## config.mk

```make
export PLATFORM = sky130hd
export DESIGN_NAME = gxr_expander
export DESIGN_NICKNAME = d
export VERILOG_FILES = /design/src/gxr_unused_note_placeholder.sv /design/src/gxr_pkg.sv /design/src/gxr_expander.sv
export SDC_FILE = /design/constraint.sdc
export NUM_CORES = 1
export LEC_CHECK = 0
export BUFFER_PORTS_ARGS = -buffer_cell sky130_fd_sc_hd__buf_2
export CORE_MARGIN = 4
export CORE_UTILIZATION = 30
export CTS_CLUSTER_SIZE = 28
export DETAILED_ROUTE_END_ITERATION = 16
export GPL_TIMING_DRIVEN = 1
export HOLD_SLACK_MARGIN = 0.08
export SLEW_MARGIN = 20
export SYNTH_ARGS = -nofsm -noshare
export SYNTH_HDL_FRONTEND = slang
export SYNTH_SLANG_ARGS = --single-unit
```

## constraint.sdc

```tcl
create_clock -name clk_i -period 3.3 [get_ports clk_i]
set_input_delay 0.495 -clock clk_i [delete_from_list [all_inputs] [get_ports clk_i]]
set_output_delay 0.495 -clock clk_i [all_outputs]
set_load 0.02 [all_outputs]
```

## src/gxr_unused_note_placeholder.sv

```systemverilog
// gxr_unused_note_placeholder: empty compile unit kept intentionally minimal
`timescale 1ns/1ps
`default_nettype none
`default_nettype wire

```

## src/gxr_pkg.sv

```systemverilog
// gxr_pkg: register map, reset values and command fields of the gpio expander
package gxr_pkg;
  // ==========================================================
  // register pointer codes
  localparam logic [3:0] GXR_REG_IN0 = 4'h0;
  localparam logic [3:0] GXR_REG_IN1 = 4'h1;
  localparam logic [3:0] GXR_REG_INV0 = 4'h2;
  localparam logic [3:0] GXR_REG_INV1 = 4'h3;
  localparam logic [3:0] GXR_REG_KEEP0 = 4'h4;
  localparam logic [3:0] GXR_REG_KEEP1 = 4'h5;
  localparam logic [3:0] GXR_REG_PULL0 = 4'h6;
  localparam logic [3:0] GXR_REG_PULL1 = 4'h7;
  localparam logic [3:0] GXR_REG_DIR0 = 4'h8;
  localparam logic [3:0] GXR_REG_DIR1 = 4'h9;
  localparam logic [3:0] GXR_REG_OUTPUT_PORT0_VALUE = 4'hA;
  localparam logic [3:0] GXR_REG_OUTPUT_PORT1_VALUE = 4'hB;
  localparam logic [3:0] GXR_REG_MASK0 = 4'hC;
  localparam logic [3:0] GXR_REG_MASK1 = 4'hD;
  localparam logic [3:0] GXR_REG_FLAG0 = 4'hE;
  localparam logic [3:0] GXR_REG_FLAG1 = 4'hF;
  // ==========================================================
  // command byte fields and keeper register bits
  localparam int GXR_CMD_STEP_BIT = 7;
  localparam int GXR_CMD_RSVD_MSB = 6;
  localparam int GXR_CMD_RSVD_LSB = 4;
  localparam int GXR_KEEP_BIT = 0;
  localparam int GXR_PULL_EN_BIT = 1;
  // ==========================================================
  // reset values and bit counter limits
  localparam logic [7:0] GXR_CMD_RST = 8'h00;
  localparam logic [7:0] GXR_DIR_RST = 8'hFF;
  localparam logic [7:0] GXR_MASK_RST = 8'hFF;
  localparam logic [7:0] GXR_CFG_RST = 8'h00;
  localparam logic [3:0] GXR_BITS_PER_BYTE = 4'h8;
  localparam logic [3:0] GXR_LAST_TX_BIT = 4'h7;
  // ==========================================================
  // link states
  typedef enum logic [9:0] {
    GXR_ST_IDLE = 10'b00_0000_0001,
    GXR_ST_ADDR = 10'b00_0000_0010,
    GXR_ST_ACK_ADDR = 10'b00_0000_0100,
    GXR_ST_CMD = 10'b00_0000_1000,
    GXR_ST_ACK_CMD = 10'b00_0001_0000,
    GXR_ST_WDATA = 10'b00_0010_0000,
    GXR_ST_ACK_WDATA = 10'b00_0100_0000,
    GXR_ST_RDATA = 10'b00_1000_0000,
    GXR_ST_MACK = 10'b01_0000_0000,
    GXR_ST_SKIP = 10'b10_0000_0000
  } gxr_state_type;
endpackage : gxr_pkg

```

## src/gxr_expander.sv

```systemverilog
// gxr_expander: two-wire slave gpio expander with sixteen pins in two banks
`timescale 1ns/1ps
`default_nettype none
// ==========================================================
module gxr_expander #(
  parameter logic USE_ADDR_PINS = 1'b0,       // 1: address from pins
  parameter logic [6:0] FIXED_ADDR = 7'h20,   // plain default
  parameter logic [2:0] PIN_ADDR_HI = 3'h2    // upper bits when pins used
) (
  input wire logic clk_i,                       // system clock
  input wire logic srst_i,                      // sync reset, high
  input wire logic reset_n_pin_i,               // reset pin, low
  input wire logic [3:0] addr_select_pin_i,     // address pins
  input wire logic scl_i,                       // serial clock pin
  input wire logic sda_i,                       // serial data in
  output logic sda_o,                           // serial data out
  output logic sda_oe_o,                        // serial data drive
  input wire logic [7:0] bank0_pin_i,           // bank 0 pin levels
  output logic [7:0] bank0_pin_o,               // bank 0 out value
  output logic [7:0] bank0_pin_oe_o,            // bank 0 drive
  input wire logic [7:0] bank1_pin_i,           // bank 1 pin levels
  output logic [7:0] bank1_pin_o,               // bank 1 out value
  output logic [7:0] bank1_pin_oe_o,            // bank 1 drive
  output logic [1:0] keeper_en_o,               // per-bank keeper
  output logic [1:0] pull_en_o,                 // per-bank pull enable
  output logic [15:0] pull_up_o,                // 1 up, 0 down
  output logic alert_n_o,                       // alert out value
  output logic alert_oe_o                       // alert drive
);
  import gxr_pkg::*;

  // ==========================================================
  // synchronisers
  logic [1:0] scl_sync_reg;
  logic [1:0] sda_sync_reg;
  logic [1:0] rstn_sync_reg;
  logic [3:0] apin_sync1_reg;
  logic [3:0] apin_sync2_reg;
  logic [15:0] pin_sync1_reg;
  logic [15:0] pin_sync2_reg;
  logic [15:0] pin_prev_reg;
  logic scl_prev_reg;
  logic sda_prev_reg;

  always_ff @(posedge clk_i) begin
    if (srst_i) begin
      scl_sync_reg <= 2'h3;
      sda_sync_reg <= 2'h3;
      rstn_sync_reg <= 2'h0;
      apin_sync1_reg <= 4'h0;
      apin_sync2_reg <= 4'h0;
      pin_sync1_reg <= 16'h0000;
      pin_sync2_reg <= 16'h0000;
      scl_prev_reg <= 1'b1;
      sda_prev_reg <= 1'b1;
    end else begin
      scl_sync_reg <= {scl_sync_reg[0], scl_i};
      sda_sync_reg <= {sda_sync_reg[0], sda_i};
      rstn_sync_reg <= {rstn_sync_reg[0], reset_n_pin_i};
      apin_sync1_reg <= addr_select_pin_i;
      apin_sync2_reg <= apin_sync1_reg;
      pin_sync1_reg <= {bank1_pin_i, bank0_pin_i};
      pin_sync2_reg <= pin_sync1_reg;
      scl_prev_reg <= scl_sync_reg[1];
      sda_prev_reg <= sda_sync_reg[1];
    end
  end

  // pin reset joins the system reset after its synchroniser
  wire rst = srst_i | ~rstn_sync_reg[1];
  wire scl_s = scl_sync_reg[1];
  wire sda_s = sda_sync_reg[1];
  wire scl_rise = scl_s & ~scl_prev_reg;
  wire scl_fall = ~scl_s & scl_prev_reg;
  wire start_det = scl_s & scl_prev_reg & sda_prev_reg & ~sda_s;
  wire stop_det = scl_s & scl_prev_reg & ~sda_prev_reg & sda_s;

  // ==========================================================
  // link state
  gxr_state_type state_reg;
  logic [7:0] shift_reg;
  logic [3:0] bit_cnt_reg;
  logic rw_reg;
  logic mnack_reg;
  logic sda_oe_reg;
  logic [7:0] cmd_reg;
  logic [7:0] cfg_reg [16];
  logic [15:0] flag_reg;

  wire [6:0] dev_addr = USE_ADDR_PINS ? {PIN_ADDR_HI, apin_sync2_reg}
                                      : FIXED_ADDR;
  wire byte_done = scl_fall & (bit_cnt_reg == GXR_BITS_PER_BYTE);
  wire addr_hit = shift_reg[7:1] == dev_addr;
  wire cmd_rsvd = |shift_reg[GXR_CMD_RSVD_MSB:GXR_CMD_RSVD_LSB];
  wire [3:0] ptr = cmd_reg[3:0];
  wire step_flag = cmd_reg[GXR_CMD_STEP_BIT];
  wire wr_stb = (state_reg == GXR_ST_WDATA) & byte_done;
  wire rd_stb = (state_reg == GXR_ST_MACK) & scl_rise;
  wire load_stb = ((state_reg == GXR_ST_ACK_ADDR) & scl_fall & rw_reg)
                | ((state_reg == GXR_ST_MACK) & scl_fall & ~mnack_reg);
  wire cmd_stb = (state_reg == GXR_ST_CMD) & byte_done & ~cmd_rsvd;
  // input and flag codes take no data
  wire wr_ok = (ptr >= GXR_REG_INV0) & (ptr <= GXR_REG_MASK1);

  // ==========================================================
  // read data path
  wire [15:0] dir_bits = {cfg_reg[GXR_REG_DIR1], cfg_reg[GXR_REG_DIR0]};
  wire [15:0] mask_bits = {cfg_reg[GXR_REG_MASK1], cfg_reg[GXR_REG_MASK0]};
  wire [7:0] lvl0 = pin_sync2_reg[7:0] ^ cfg_reg[GXR_REG_INV0];
  wire [7:0] lvl1 = pin_sync2_reg[15:8] ^ cfg_reg[GXR_REG_INV1];
  wire [7:0] rd_byte = (ptr == GXR_REG_IN0) ? lvl0
                     : (ptr == GXR_REG_IN1) ? lvl1
                     : (ptr == GXR_REG_FLAG0) ? flag_reg[7:0]
                     : (ptr == GXR_REG_FLAG1) ? flag_reg[15:8]
                     : cfg_reg[ptr];

  // ==========================================================
  // serial protocol engine
  always_ff @(posedge clk_i) begin
    if (rst) begin
      state_reg <= GXR_ST_IDLE;
      shift_reg <= 8'h00;
      bit_cnt_reg <= 4'h0;
      rw_reg <= 1'b0;
      mnack_reg <= 1'b0;
      sda_oe_reg <= 1'b0;
    end else if (start_det) begin
      state_reg <= GXR_ST_ADDR;
      bit_cnt_reg <= 4'h0;
      sda_oe_reg <= 1'b0;
    end else if (stop_det) begin
      state_reg <= GXR_ST_IDLE;
      sda_oe_reg <= 1'b0;
    end else begin
      case (state_reg)
        GXR_ST_ADDR, GXR_ST_CMD, GXR_ST_WDATA: begin
          if (scl_rise && bit_cnt_reg != GXR_BITS_PER_BYTE) begin
            shift_reg <= {shift_reg[6:0], sda_s};
            bit_cnt_reg <= bit_cnt_reg + 4'h1;
          end
          if (byte_done) begin
            if (state_reg == GXR_ST_ADDR) begin
              state_reg <= addr_hit ? GXR_ST_ACK_ADDR : GXR_ST_SKIP;
              sda_oe_reg <= addr_hit;
              rw_reg <= shift_reg[0];
            end else if (state_reg == GXR_ST_CMD) begin
              // reserved codes get no ack and the rest is ignored
              state_reg <= cmd_rsvd ? GXR_ST_SKIP : GXR_ST_ACK_CMD;
              sda_oe_reg <= ~cmd_rsvd;
            end else begin
              state_reg <= GXR_ST_ACK_WDATA;
              sda_oe_reg <= 1'b1;
            end
          end
        end
        GXR_ST_ACK_ADDR: begin
          if (scl_fall) begin
            bit_cnt_reg <= 4'h0;
            if (rw_reg) begin
              state_reg <= GXR_ST_RDATA;
              shift_reg <= rd_byte;
              sda_oe_reg <= ~rd_byte[7];
            end else begin
              state_reg <= GXR_ST_CMD;
              sda_oe_reg <= 1'b0;
            end
          end
        end
        GXR_ST_ACK_CMD, GXR_ST_ACK_WDATA: begin
          if (scl_fall) begin
            state_reg <= GXR_ST_WDATA;
            bit_cnt_reg <= 4'h0;
            sda_oe_reg <= 1'b0;
          end
        end
        GXR_ST_RDATA: begin
          if (scl_fall) begin
            if (bit_cnt_reg == GXR_LAST_TX_BIT) begin
              state_reg <= GXR_ST_MACK;
              sda_oe_reg <= 1'b0;
            end else begin
              shift_reg <= {shift_reg[6:0], 1'b1};
              sda_oe_reg <= ~shift_reg[6];
              bit_cnt_reg <= bit_cnt_reg + 4'h1;
            end
          end
        end
        GXR_ST_MACK: begin
          if (scl_rise) begin
            mnack_reg <= sda_s;
          end
          if (scl_fall) begin
            bit_cnt_reg <= 4'h0;
            if (mnack_reg) begin
              state_reg <= GXR_ST_SKIP;
            end else begin
              state_reg <= GXR_ST_RDATA;
              shift_reg <= rd_byte;
              sda_oe_reg <= ~rd_byte[7];
            end
          end
        end
        GXR_ST_IDLE, GXR_ST_SKIP: begin
          sda_oe_reg <= 1'b0;
        end
        default: begin
          state_reg <= GXR_ST_IDLE;
          sda_oe_reg <= 1'b0;
        end
      endcase
    end
  end

  // ==========================================================
  // command register and register file
  always_ff @(posedge clk_i) begin
    if (rst) begin
      cmd_reg <= GXR_CMD_RST;
    end else if (cmd_stb) begin
      cmd_reg <= shift_reg;
    end else if ((wr_stb || rd_stb) && step_flag) begin
      // four-bit add wraps fifteen to zero
      cmd_reg[3:0] <= ptr + 4'h1;
    end
  end  // step flag clear leaves the pointer alone

  always_ff @(posedge clk_i) begin
    if (rst) begin
      for (int i = 0; i < 16; i++) begin
        // all pins come up as inputs and masked
        cfg_reg[i] <= (i == GXR_REG_DIR0 || i == GXR_REG_DIR1) ? GXR_DIR_RST
                    : (i == GXR_REG_MASK0 || i == GXR_REG_MASK1) ? GXR_MASK_RST
                    : GXR_CFG_RST;
      end
    end else if (wr_stb && wr_ok) begin
      cfg_reg[ptr] <= shift_reg;
    end
  end

  // ==========================================================
  // change detection; reading an input register clears its bank
  wire [15:0] change = (pin_sync2_reg ^ pin_prev_reg) & ~mask_bits & dir_bits;
  wire [15:0] flag_clr = {{8{load_stb && ptr == GXR_REG_IN1}},
                          {8{load_stb && ptr == GXR_REG_IN0}}};
  wire clr_any = |flag_clr;

  always_ff @(posedge clk_i) begin
    if (rst) begin
      pin_prev_reg <= 16'h0000;
      flag_reg <= 16'h0000;
    end else begin
      pin_prev_reg <= pin_sync2_reg;
      flag_reg <= (flag_reg & ~flag_clr) | change;
    end
  end

  // ==========================================================
  // pads
  assign sda_o = 1'b0;
  assign sda_oe_o = sda_oe_reg;
  assign bank0_pin_o = cfg_reg[GXR_REG_OUTPUT_PORT0_VALUE];
  assign bank1_pin_o = cfg_reg[GXR_REG_OUTPUT_PORT1_VALUE];
  assign bank0_pin_oe_o = ~cfg_reg[GXR_REG_DIR0];
  assign bank1_pin_oe_o = ~cfg_reg[GXR_REG_DIR1];
  // the pad keeper is weak, so an external driver still wins
  assign keeper_en_o = {cfg_reg[GXR_REG_KEEP1][GXR_KEEP_BIT],
                        cfg_reg[GXR_REG_KEEP0][GXR_KEEP_BIT]};
  assign pull_en_o = {cfg_reg[GXR_REG_KEEP1][GXR_PULL_EN_BIT],
                      cfg_reg[GXR_REG_KEEP0][GXR_PULL_EN_BIT]} & ~keeper_en_o;
  assign pull_up_o = {cfg_reg[GXR_REG_PULL1], cfg_reg[GXR_REG_PULL0]};
  assign alert_n_o = 1'b0;
  assign alert_oe_o = |flag_reg;
endmodule : gxr_expander
`default_nettype wire

```

==> results of run 1 <==
[synthesized netlist by cell type, types with 7 or more instances]
| library cell | n |
|---|---|
| nand2b_1 | 31 |
| xor2_1 | 10 |
| o31ai_1 | 8 |
| dfxtp_1 | 106 |
| nand4_1 | 8 |
| mux4_2 | 28 |
| mux2i_1 | 15 |
| or3_1 | 11 |
| clkbuf_1 | 49 |
| or2_2 | 10 |
| and3_1 | 30 |
| buf_2 | 15 |
| inv_1 | 26 |
| nor2_1 | 61 |
| nand2_1 | 24 |
| o22ai_1 | 7 |
| mux2_2 | 7 |
| nor2b_1 | 46 |
| edfxtp_1 | 128 |
| and2_1 | 96 |
| a21oi_1 | 35 |
| o21ai_0 | 25 |
| a221oi_1 | 7 |
| or2_1 | 8 |
| a211oi_1 | 8 |
| nor4_1 | 10 |
| nor3_1 | 26 |
| xnor2_1 | 29 |
| nand3_1 | 19 |
[path summary, 6_finish.rpt]
kind | slack (ns) | to
setup / recovery | 0.45 | cfg_reg[3][1]$_SDFFCE_PN0P_
hold / removal | 0.18 | pin_sync1_reg[8]$_SDFF_PP0_
setup reg to reg | 0.45 | cfg_reg[3][1]$_SDFFCE_PN0P_
hold reg to reg | 0.41 | sda_sync_reg[1]$_SDFF_PP1_
[cell usage in the layout (no fill, tap or decap), types with 5 or more instances in the layout]
cell type and count:
o22ai_1 7, a211oi_1 8, nor2b_1 45, xor2_1 10, mux2i_1 15, ha_1 6
nor2_1 61, clkbuf_16 29, edfxtp_1 128, nand2_1 24, a21oi_1 35, clkinv_1 5
xnor2_1 29, nand2b_1 31, inv_1 26, mux2_2 7, dfxtp_1 104, buf_4 26
a221oi_1 7, or2_1 8, buf_2 74, or3_1 11, o21ai_0 25, nor3_1 26
nor4_1 10, or2_2 10, and3_1 30, nand3_1 19, o31ai_1 8, mux4_2 28
nand4_1 8, and2_1 96, a31oi_1 6
[critical path, cell delays in order, from the launching register on]
cell and delay, ns:
dfxtp_1 0.39, nor4_4 0.51, nand4b_4 0.20, a2111oi_4 0.29, buf_4 0.32, and3_1 0.38
nand2b_1 0.40
[cells by family after synthesis]
logic type | Yosys count | synth area share
compound gates | 121 | 0.0743
xor+xnor | 39 | 0.0314
fa+ha+maj | 6 | 0.00689
buf+inv | 101 | 0.0400
flops | 234 | 0.548
mux | 50 | 0.0789
other cells | 1 | 0.000344
simple gates | 408 | 0.221
[stage by stage]
| step | hold slack (ns) | util | setup slack (ns) |
|---|---|---|---|
| after CTS | 0.166 | 0.355 | 0.457 |
| after global placement | 0.400 | 0.329 | 0.505 |
| after floorplan | 0.389 | - | 0.527 |
| after global routing | 0.184 | 0.355 | 0.230 |
| final | 0.178 | 0.355 | 0.447 |
| after detailed placement | 0.402 | 0.329 | 0.457 |
[final cells by class]
type / count / area (um2) / area share
flip-flops and latches: 234 / 5970 / 0.472
clock inverters: 18 / 156 / 0.0124
well taps: 461 / 577 / 0.0456
inverters: 27 / 101 / 0.00801
repair buffers: 101 / 586 / 0.0463
multi-input cells: 626 / 4500 / 0.356
clock buffers: 34 / 764 / 0.0604
[metal layers]
metal	routed length, um	up-vias	GRT usage
met1	13100	3719	0.206
met5	0	-	0
met3	2320	69	0.0296
met4	1160	0	0.0583
met2	14500	303	0.250
li1	-	3540	-
[power breakdown]
| group | internal, mW | switching, mW | leakage, nW |
|---|---|---|---|
| clock network | 1.81 | 1.21 | 0.439 |
| registers | 3.11 | 0.0348 | 2.26 |
| logic | 0.0625 | 0.0928 | 2.13 |
| total | 4.98 | 1.34 | 4.83 |
==> PnR_summary.wiki, run 1 <==
{| class="wikitable"
! Metric !! Value
|-
| Endpoint required time on the critical path || 3.48 ns
|-
| First drt pass iteration count || 6
|-
| Distinct cells, synth || 69
|-
| Power per unit of standard cell area || 499 nW/um2
|-
| Final Max Tran Viols || 0
|-
| Standby leakage power || 4.83 nW
|-
| Result of the run || finished, final reports clean
|-
| DR WL/cell || 20.7 um
|-
| Max reg flops || 128
|-
| Setup skew after layout || 0.0161 ns
|-
| Register bit count reported by yosys || 234
|-
| CTS-repair resized insts || 0
|-
| Post-layout instance count excluding filler cells || 1501
|-
| CP Max Fanout || 24
|-
| Area contributors post-synth || edfxtp_1 (35%), dfxtp_1 (19%), mux4_2 (5.8%)
|-
| Total overflow reported by the global router || 0
|-
| Max-cap check violation count || 0
|-
| Detailed-route vias per instance || 5.08
|-
| Clock latency at the later pin of the worst-skew pair || 0.53 ns
|-
| Overall power after layout || 6.32 mW
|-
| Pin count of the biggest net entering global routing || 47
|-
| Warning count from the yosys run || 0
|-
| Post-synthesis instance area || 10900 um2
|-
| Average instance area after synthesis || 11.3 um2
|-
| Maximum clock frequency || 0.351 GHz
|-
| Accumulated negative setup slack || 0 ns
|-
| Cts-stage hold buffer count || 0
|-
| Core area || 35700 um2
|-
| Remaining antenna violation count after routing || 0
|-
| Root cell of the clock tree || clkbuf_16
|-
| Weighted congestion reported at the end of routability-driven placement || 0.915
|-
| Crit path time final || 2.85 ns
|-
| Flip-flop cell with the highest count after synthesis || edfxtp_1
|-
| Number of buffers created by CTS || 28
|-
| Filler Cell Count || 3503
|-
| Ys async rst share || 0
|-
| Final setup violating endpoints || 0
|-
| Worst hold path depth || 2
|-
| # Post-CTS Setup Buffers || 0
|-
| Share of layout cells above drive strength 1 || 0.204
|-
| Die ar. || 39400 um2
|-
| Cell taking the most area after synthesis || edfxtp_1
|-
| Die H || 199 um
|-
| Placed instance area || 11700 um2
|-
| Inst Count DP || 1449
|-
| Sequential area share after synthesis || 0.548
|-
| Hold Crit Class || in -> reg
|-
| Clock tree from TritonCTS || built
|-
| Relative slew slack || 0.265
|-
| DRT iter0 DRCs || 733
|-
| Proportion of netlist area held by the largest area contributor || 0.353
|-
| Period utilisation layout || 0.865
|-
| Worst Setup Path Type || reg -> reg
|-
| Boundary Pins || 81
|-
| Worst reg-to-reg path cell count || 6
|-
| Horizontal die dimension || 199 um
|-
| Post-synth EDFFs || 128
|-
| Maximum vdd ir drop || 0.340 mV
|-
| Post-Route WL || 31.0 mm
|-
| Number of H-tree branching levels || 1
|-
| Worst flop-to-flop path startpoint || state_reg[2]$_SDFFE_PP0P_
|-
| Number of global-route vias before repair || 7411
|-
| Setup crit end kind || flop
|-
| Clock-pin slew on the worst setup and hold paths || 0.06 ns
|-
| CP Launch Point || state_reg[2]$_SDFFE_PP0P_
|-
| Crit path arrival time || 3.03 ns
|-
| Initial core utilization || 0.306
|-
| Hold path startpoint || bank1_pin_i[0]
|-
| Clock Path Buffers || 3
|-
| Diodes inserted || 0
|-
| Setup repair after global routing missed its margin || no
|-
| Global-route wire length before repair || 46.7 mm
|-
| Layout area overhead || 16.2%
|-
| Final Cell Area || 12700 um2
|-
| Startpoint type of the worst setup path || flop
|-
| Antenna violations before repair || 0
|-
| Via count || 7631
|-
| Drt drc || 0
|-
| Row count || 69
|-
| Mapped Cells || 960
|-
| Net count reported at finish || 1049
|-
| Worst-Margin Slew || 1.10 ns
|-
| Final-report hold violation count || 0
|-
| GRT Util Overall || 0.154
|-
| DPL Wire Length || 22.2 mm
|-
| Number of port buffers || 74
|-
| Clock Sink Count || 234
|}
No activity file was read; power rests on OpenSTA's default activity.
==> run 2: changes to the inputs <==
--- a/config.mk
+++ b/config.mk
@@ -5,11 +5,11 @@
 export SDC_FILE = /design/constraint.sdc
 export NUM_CORES = 1
 export LEC_CHECK = 0
-export BUFFER_PORTS_ARGS = -buffer_cell sky130_fd_sc_hd__buf_2
 export CORE_MARGIN = 4
 export CORE_UTILIZATION = 30
 export CTS_CLUSTER_SIZE = 28
 export DETAILED_ROUTE_END_ITERATION = 16
+export DONT_BUFFER_PORTS = 1
 export GPL_TIMING_DRIVEN = 1
 export HOLD_SLACK_MARGIN = 0.08
 export SLEW_MARGIN = 20
==> PnR_summary.wiki, run 2 (synthesis gave the netlist of run 1 again) <==
{| class="wikitable"
! Metric !! Value
|-
| Result of the run || finished, final reports clean (unchanged)
|-
| Worst Setup Path Type || reg -> reg (unchanged)
|-
| DRT iter0 DRCs || 848 (was 733)
|-
| Drt drc || 0 (unchanged)
|-
| Number of H-tree branching levels || 1 (unchanged)
|-
| Endpoint required time on the critical path || 3.46 ns (was 3.48 ns)
|-
| Sequential share of power || 0.523 (was 0.497)
|-
| Max-cap check violation count || 0 (unchanged)
|-
| Startpoint type of the worst setup path || flop (unchanged)
|-
| Final setup violating endpoints || 0 (unchanged)
|-
| Boundary Pins || 81 (unchanged)
|-
| Crit path time final || 2.82 ns (was 2.85 ns)
|-
| Category of cells accounting for the largest share of critical-path delay || simple AND/OR/NAND/NOR gates (unchanged)
|-
| Via count || 7436 (was 7631)
|-
| Switching power total || 1.30 mW (was 1.34 mW)
|-
| CP Max Fanout || 29 (was 24)
|-
| Internal Dissipation || 4.74 mW (was 4.98 mW)
|-
| DPL Wire Length || 22.1 mm (was 22.2 mm)
|-
| Global-route wire length before repair || 46.4 mm (was 46.7 mm)
|-
| Overall power after layout || 6.04 mW (was 6.32 mW)
|-
| Clock Sink Count || 234 (unchanged)
|-
| Crit path arrival time || 2.99 ns (was 3.03 ns)
|-
| Post-Route WL || 31.3 mm (was 31.0 mm)
|-
| DR WL/cell || 21.9 um (was 20.7 um)
|-
| Share of layout cells above drive strength 1 || 0.140 (was 0.204)
|-
| Hold Crit Class || in -> reg (unchanged)
|-
| Cts-stage hold buffer count || 3 (was 0)
|-
| Standby leakage power || 4.46 nW (was 4.83 nW)
|-
| Number of buffers created by CTS || 27 (was 28)
|-
| Clock latency at the later pin of the worst-skew pair || 0.53 ns (about the same)
|-
| Number of global-route vias before repair || 7149 (was 7411)
|-
| Setup repair after global routing missed its margin || no (unchanged)
|-
| Maximum vdd ir drop || 0.297 mV (was 0.340 mV)
|-
| Combinational share of power || 0.020 (was 0.025)
|-
| Number of port buffers || 0 (was 74)
|-
| Horizontal die dimension || 199 um (unchanged)
|-
| Crit path largest cell delay || 0.53 ns (was 0.51 ns)
|-
| Final Max Tran Viols || 0 (unchanged)
|-
| Relative slew slack || 0.229 (was 0.265)
|-
| Weighted congestion reported at the end of routability-driven placement || 0.899 (was 0.915)
|-
| GRT Util Overall || 0.156 (was 0.154)
|-
| Die ar. || 39400 um2 (unchanged)
|-
| Core area || 35700 um2 (unchanged)
|-
| Clock tree from TritonCTS || built (unchanged)
|-
| List of cells traversed by the critical path || nor4_4 > nand4b_4 > a2111oi_4 > buf_12 > and3_1 > nand2b_1 (was nor4_4 > nand4b_4 > a2111oi_4 > buf_4 > and3_1 > nand2b_1)
|-
| Power per unit of standard cell area || 493 nW/um2 (was 499 nW/um2)
|-
| Period utilisation layout || 0.856 (was 0.865)
|-
| Root cell of the clock tree || clkbuf_16 (unchanged)
|-
| Total overflow reported by the global router || 0 (unchanged)
|-
| Final-report hold violation count || 0 (unchanged)
|-
| Net count reported at finish || 980 (was 1049)
|-
| Max reg flops || 128 (unchanged)
|-
| Remaining antenna violation count after routing || 0 (unchanged)
|-
| Pin count of the biggest net entering global routing || 47 (unchanged)
|-
| Maximum clock frequency || 0.354 GHz (was 0.351 GHz)
|-
| # Post-CTS Setup Buffers || 0 (unchanged)
|-
| CTS-repair resized insts || 0 (unchanged)
|-
| Setup skew after layout || 0.0210 ns (was 0.0161 ns)
|-
| Diodes inserted || 0 (unchanged)
|-
| Clock-pin slew on the worst setup and hold paths || 0.06 ns (about the same)
|-
| Layout area overhead || 12.4% (was 16.2%)
|-
| Commonest cells after routing, fill and taps aside || edfxtp_1 (128), dfxtp_1 (104), and2_1 (96) (unchanged)
|-
| Row count || 69 (unchanged)
|-
| Most common library cell in the layout ignoring fill and taps || edfxtp_1 (unchanged)
|-
| Antenna violations before repair || 0 (unchanged)
|-
| Detailed-route vias per instance || 5.21 (was 5.08)
|-
| Clock Path Buffers || 3 (unchanged)
|-
| Slowest CP cell || a2111oi_4 (was nor4_4)
|-
| Initial core utilization || 0.306 (unchanged)
|-
| Share of total power in the clock network || 0.457 (was 0.478)
|-
| Die H || 199 um (unchanged)
|-
| Sw Ratio || 0.216 (was 0.212)
|-
| Accumulated negative setup slack || 0 ns (unchanged)
|-
| Buffers & Inverters on Critical Path || 1 (unchanged)
|-
| Setup crit end kind || flop (unchanged)
|-
| First drt pass iteration count || 7 (was 6)
|-
| Worst-Margin Slew || 1.16 ns (was 1.10 ns)
|}
## run 2: cell count changes in the layout (fill, tap and decap cells not counted), moves of 2 or more
| cell | previous run | this run |
|---|---|---|
| buf_2 | 74 | 0 |
| clkinvlp_4 | 4 | 1 |
| buf_4 | 26 | 28 |
| buf_12 | 1 | 3 |
| clkbuf_8 | 2 | 0 |
| dlygate4sd3_1 | 0 | 2 |
| clkbuf_16 | 29 | 27 |
## run 2: final timing paths
check	start	to	slack, ns	depth (start not counted)
setup / recovery	state_reg[2]$_SDFFE_PP0P_	cfg_reg[10][6]$_SDFFCE_PN0P_	0.48	6
hold / removal	bank0_pin_i[0]	pin_sync1_reg[0]$_SDFF_PP0_	0.10	1
setup reg to reg	state_reg[2]$_SDFFE_PP0P_	cfg_reg[10][6]$_SDFFCE_PN0P_	0.48	6
hold reg to reg	rstn_sync_reg[0]$_SDFF_PP0_	rstn_sync_reg[1]$_SDFF_PP0_	0.44	1
## run 2: stage by stage
step	hold WS, ns	setup WS [ns]	utilization	instance area, um2	std cells
final	0.103	0.476	0.344	12300	1428
after global routing	0.0967	0.262	0.344	12300	1428
after CTS	0.0893	0.459	0.344	12300	1428
after detailed placement	0.423	0.493	0.320	11400	1378
after global placement	0.426	0.545	0.320	11400	1378
after floorplan	0.389	0.527	-	10900	961
## run 2: final cells by class
type / instances / area [um2]
Multi-Input combinational cell: 626 / 4500
Timing Repair Buffer: 33 / 290
Clock inverter: 16 / 119
Sequential cell: 234 / 5970
Tap cell: 461 / 577
Clock buffer: 31 / 691
Inverter: 27 / 101
Fill cell: 3509 / 23400
## run 2: power groups by stage
stage,registers [mW],logic [mW],clock network [mW]
2_1_floorplan,3.20,0.0886,0
3_3_place_gp,3.22,0.109,0
3_5_place_dp,3.22,0.111,0
4_1_cts,3.16,0.123,2.80
5_1_grt,3.16,0.132,2.91
6_report,3.16,0.121,2.76
## run 2: routing by layer
metal | global-route usage | routed length [um] | up-vias | share of wire
met5 | 0 | 0 | - | 0
met4 | 0.0595 | 1230 | 0 | 0.039
met3 | 0.0271 | 2100 | 74 | 0.067
met2 | 0.256 | 14900 | 293 | 0.48
met1 | 0.207 | 13100 | 3669 | 0.42
li1 | - | - | 3400 | -
==> run 3: changes to the inputs <==
--- a/config.mk
+++ b/config.mk
@@ -5,8 +5,10 @@
 export SDC_FILE = /design/constraint.sdc
 export NUM_CORES = 1
 export LEC_CHECK = 0
+export ABC_AREA = 1
 export CORE_MARGIN = 4
 export CORE_UTILIZATION = 30
+export CTS_BUF_LIST = sky130_fd_sc_hd__clkbuf_8
 export CTS_CLUSTER_SIZE = 28
 export DETAILED_ROUTE_END_ITERATION = 16
 export DONT_BUFFER_PORTS = 1
==> PnR_summary.wiki, run 3 <==
{| class="wikitable"
! Metric !! Value
|-
| Result of the run || finished, final reports clean (unchanged)
|-
| Drt drc || 0 (unchanged)
|-
| Detailed-route vias per instance || 4.82 (was 5.21)
|-
| Post-layout instance count excluding filler cells || 1813 (was 1428)
|-
| Root cell of the clock tree || clkbuf_8 (was clkbuf_16)
|-
| Die H || 197 um (was 199 um)
|-
| Crit path arrival time || 2.77 ns (was 2.99 ns)
|-
| Proportion of netlist area held by the largest area contributor || 0.360 (was 0.353)
|-
| Remaining antenna violation count after routing || 0 (unchanged)
|-
| Area contributors post-synth || edfxtp_1 (36%), dfxtp_1 (20%), nand2_1 (10%) (was edfxtp_1 (35%), dfxtp_1 (19%), mux4_2 (5.8%))
|-
| Switching power total || 1.35 mW (was 1.30 mW)
|-
| Final Cell Area || 12300 um2 (about the same)
|-
| Max reg flops || 128 (unchanged)
|-
| Inst Count DP || 1716 (was 1378)
|-
| Post-synth EDFFs || 128 (unchanged)
|-
| Startpoint type of the worst setup path || flop (unchanged)
|-
| Via count || 8740 (was 7436)
|-
| Slack of the worst reg-to-reg path || 0.73 ns (was 0.48 ns)
|-
| Weighted congestion reported at the end of routability-driven placement || 0.889 (was 0.899)
|-
| Number of global-route vias before repair || 8400 (was 7149)
|-
| Mapped Cells || 1299 (was 960)
|-
| Antenna violations before repair || 0 (unchanged)
|-
| Total overflow reported by the global router || 0 (unchanged)
|-
| Clock tree from TritonCTS || built (unchanged)
|-
| Most frequent CP cell || nand2_1
|-
| Crit path time final || 2.57 ns (was 2.82 ns)
|-
| Register cell area after layout || 5970 um2 (about the same)
|-
| Filler Cell Count || 3592 (was 3509)
|-
| List of cells traversed by the critical path || nor2_1 > nand2_2 > nor2_1 > nand2_1 > nor2_1 > inv_2 > nor4_4 > nand2_1 > inv_2 > nand2_1 > nand2_1 (was nor4_4 > nand4b_4 > a2111oi_4 > buf_12 > and3_1 > nand2b_1)
|-
| Final Max Tran Viols || 0 (unchanged)
|-
| Clock latency at the later pin of the worst-skew pair || 0.56 ns (was 0.53 ns)
|-
| Internal Dissipation || 4.82 mW (was 4.74 mW)
|-
| Setup repair after global routing missed its margin || no (unchanged)
|-
| Horizontal die dimension || 197 um (was 199 um)
|-
| Net count reported at finish || 1356 (was 980)
|-
| Clock Sink Count || 234 (unchanged)
|-
| Cell taking the most area after synthesis || edfxtp_1 (unchanged)
|-
| Endpoint required time on the critical path || 3.51 ns (was 3.46 ns)
|-
| Ys async rst share || 0 (unchanged)
|-
| Distinct cells, synth || 34 (was 69)
|-
| Layout area overhead || 15.0% (was 12.4%)
|-
| Warning count from the yosys run || 0 (unchanged)
|-
| Average instance area after synthesis || 8.21 um2 (was 11.3 um2)
|-
| Maximum clock frequency || 0.390 GHz (was 0.354 GHz)
|-
| Most common cell in the netlist || nand2_1 (was edfxtp_1)
|-
| DR WL/cell || 17.4 um (was 21.9 um)
|-
| DRT iter0 DRCs || 652 (was 848)
|-
| Period utilisation layout || 0.778 (was 0.856)
|-
| Maximum vdd ir drop || 0.252 mV (was 0.297 mV)
|-
| Number of H-tree branching levels || 2 (was 1)
|-
| Clock Path Buffers || 3 (unchanged)
|-
| Overall power after layout || 6.17 mW (was 6.04 mW)
|-
| Share of layout cells above drive strength 1 || 0.0876 (was 0.140)
|-
| Final-report hold violation count || 0 (unchanged)
|-
| Core area || 34800 um2 (was 35700 um2)
|-
| Setup crit end kind || flop (unchanged)
|-
| Share of total power in the clock network || 0.470 (was 0.457)
|-
| Sw Ratio || 0.218 (was 0.216)
|-
| Most common library cell in the layout ignoring fill and taps || nand2_1 (was edfxtp_1)
|-
| Post-Route WL || 31.5 mm (was 31.3 mm)
|-
| Commonest cells in the netlist || nand2_1 (284), nor2_1 (226), inv_1 (133) (was edfxtp_1 (128), dfxtp_1 (106), and2_1 (96))
|-
| Number of port buffers || 0 (unchanged)
|-
| Final setup violating endpoints || 0 (unchanged)
|-
| Accumulated negative setup slack || 0 ns (unchanged)
|-
| Number of buffers created by CTS || 42 (was 27)
|-
| Sequential share of power || 0.510 (was 0.523)
|-
| Standby leakage power || 4.75 nW (was 4.46 nW)
|-
| Flip-flop cell with the highest count after synthesis || edfxtp_1 (unchanged)
|-
| Combined area of the multi-input logic cells || 3910 um2 (was 4500 um2)
|-
| Relative slew slack || 0.432 (was 0.229)
|-
| GRT Util Overall || 0.159 (was 0.156)
|-
| Worst-Margin Slew || 0.847 ns (was 1.16 ns)
|-
| CP Max Fanout || 9 (was 29)
|-
| Max-cap check violation count || 0 (unchanged)
|-
| Sequential area share after synthesis || 0.559 (was 0.548)
|-
| Diodes inserted || 0 (unchanged)
|-
| Post-synthesis instance area || 10700 um2 (was 10900 um2)
|-
| Row count || 68 (was 69)
|-
| WHS || 0.219 ns (was 0.103 ns)
|-
| Setup skew after layout || 0.0372 ns (was 0.0210 ns)
|-
| Placed instance area || 11200 um2 (was 11400 um2)
|-
| Initial core utilization || 0.306 (about the same)
|-
| Hold Crit Class || in -> reg (unchanged)
|-
| First drt pass iteration count || 5 (was 7)
|-
| Clock-pin slew on the worst setup and hold paths || 0.06 ns (about the same)
|-
| Combinational share of power || 0.020 (about the same)
|-
| Global-route wire length before repair || 48.1 mm (was 46.4 mm)
|-
| Worst Setup Path Type || reg -> reg (unchanged)
|-
| Boundary Pins || 81 (unchanged)
|-
| Commonest cells after routing, fill and taps aside || nand2_1 (284), nor2_1 (226), inv_1 (143) (was edfxtp_1 (128), dfxtp_1 (104), and2_1 (96))
|-
| Pin count of the biggest net entering global routing || 81 (was 47)
|-
| Crit path largest cell delay || 0.36 ns (was 0.53 ns)
|-
| DPL Wire Length || 22.4 mm (was 22.1 mm)
|-
| Power per unit of standard cell area || 503 nW/um2 (was 493 nW/um2)
|-
| Register bit count reported by yosys || 234 (unchanged)
|-
| Slowest CP cell || nand2_1 (was a2111oi_4)
|-
| Die ar. || 38600 um2 (was 39400 um2)
|}
-- run 3: changes by cell type after synthesis, sizes merged, moves of 61 or more --
cell | previous run | this run
inv | 26 | 139
nor2 | 61 | 235
and2 | 96 | 0
nand2 | 25 | 289
a21oi | 36 | 97
nand3 | 21 | 115
-- run 3: area by class of cell --
cell class,instances,share of cell area
clock buffers,49,0.0550
clock inverters,28,0.0186
inverters,148,0.0453
multi-input cells,862,0.319
flip-flops and latches,234,0.487
well taps,455,0.0464
repair buffers,37,0.0296
-- run 3: stage by stage --
step | utilization | setup slack [ns]
final | 0.352 | 0.733
after global routing | 0.352 | 0.483
after CTS | 0.352 | 0.712
after detailed placement | 0.320 | 0.748
after global placement | 0.320 | 0.772
after floorplan | - | 0.933
-- run 3: worst paths after layout --
| path | start | to | cells after the start |
|---|---|---|---|
| worst max-delay path | state_reg[2]$_SDFFE_PP0P_ | cfg_reg[1][4]$_SDFFCE_PN0P_ | 11 |
| worst min-delay path | srst_i | pin_sync1_reg[4]$_SDFF_PP0_ | 2 |
| worst max register to register | state_reg[2]$_SDFFE_PP0P_ | cfg_reg[1][4]$_SDFFCE_PN0P_ | 11 |
| worst min register to register | pin_sync1_reg[6]$_SDFF_PP0_ | pin_sync2_reg[6]$_SDFF_PP0_ | 2 |
-- run 3: worst max-delay path, delay by kind of cell (launching register included) --
| kind | cells | cell delay, ns |
|---|---|---|
| and+or+nand+nor | 9 | 1.71 |
| buffers and inverters | 2 | 0.18 |
| DFF | 1 | 0.33 |
-- run 3: kinds of logic after synthesis --
logic type,share of synthesized area
adder cells (fa/ha/maj),0.00704
other,0.000352
XOR/XNOR,0.00821
buffers and inverters,0.0745
AO/OA/AOI/OAI,0.0803
flip-flops,0.559
AND/OR/NAND/NOR,0.270
-- run 3: metal layers --
metal | GRT usage | wire (um)
met5 | 0 | 0
met4 | 0.0569 | 1010
met3 | 0.0456 | 2920
met2 | 0.257 | 14500
met1 | 0.205 | 13100
-- run 3: power groups by stage --
stage | logic [mW] | clock network (mW) | registers, mW
after floorplan | 0.0846 | 0 | 3.19
after global placement | 0.0992 | 0 | 3.21
after CTS | 0.129 | 2.95 | 3.15
after global routing | 0.144 | 3.08 | 3.15
after detailed placement | 0.101 | 0 | 3.21
final | 0.126 | 2.90 | 3.15
-- run 3: repair_timing --
item / 4_1_cts / 5_1_grt
resized for setup: 0 / 0
buffers inserted: 0 / 0
hold buffers: 20 / 0
endpoints found under the hold margin: 40 / 0
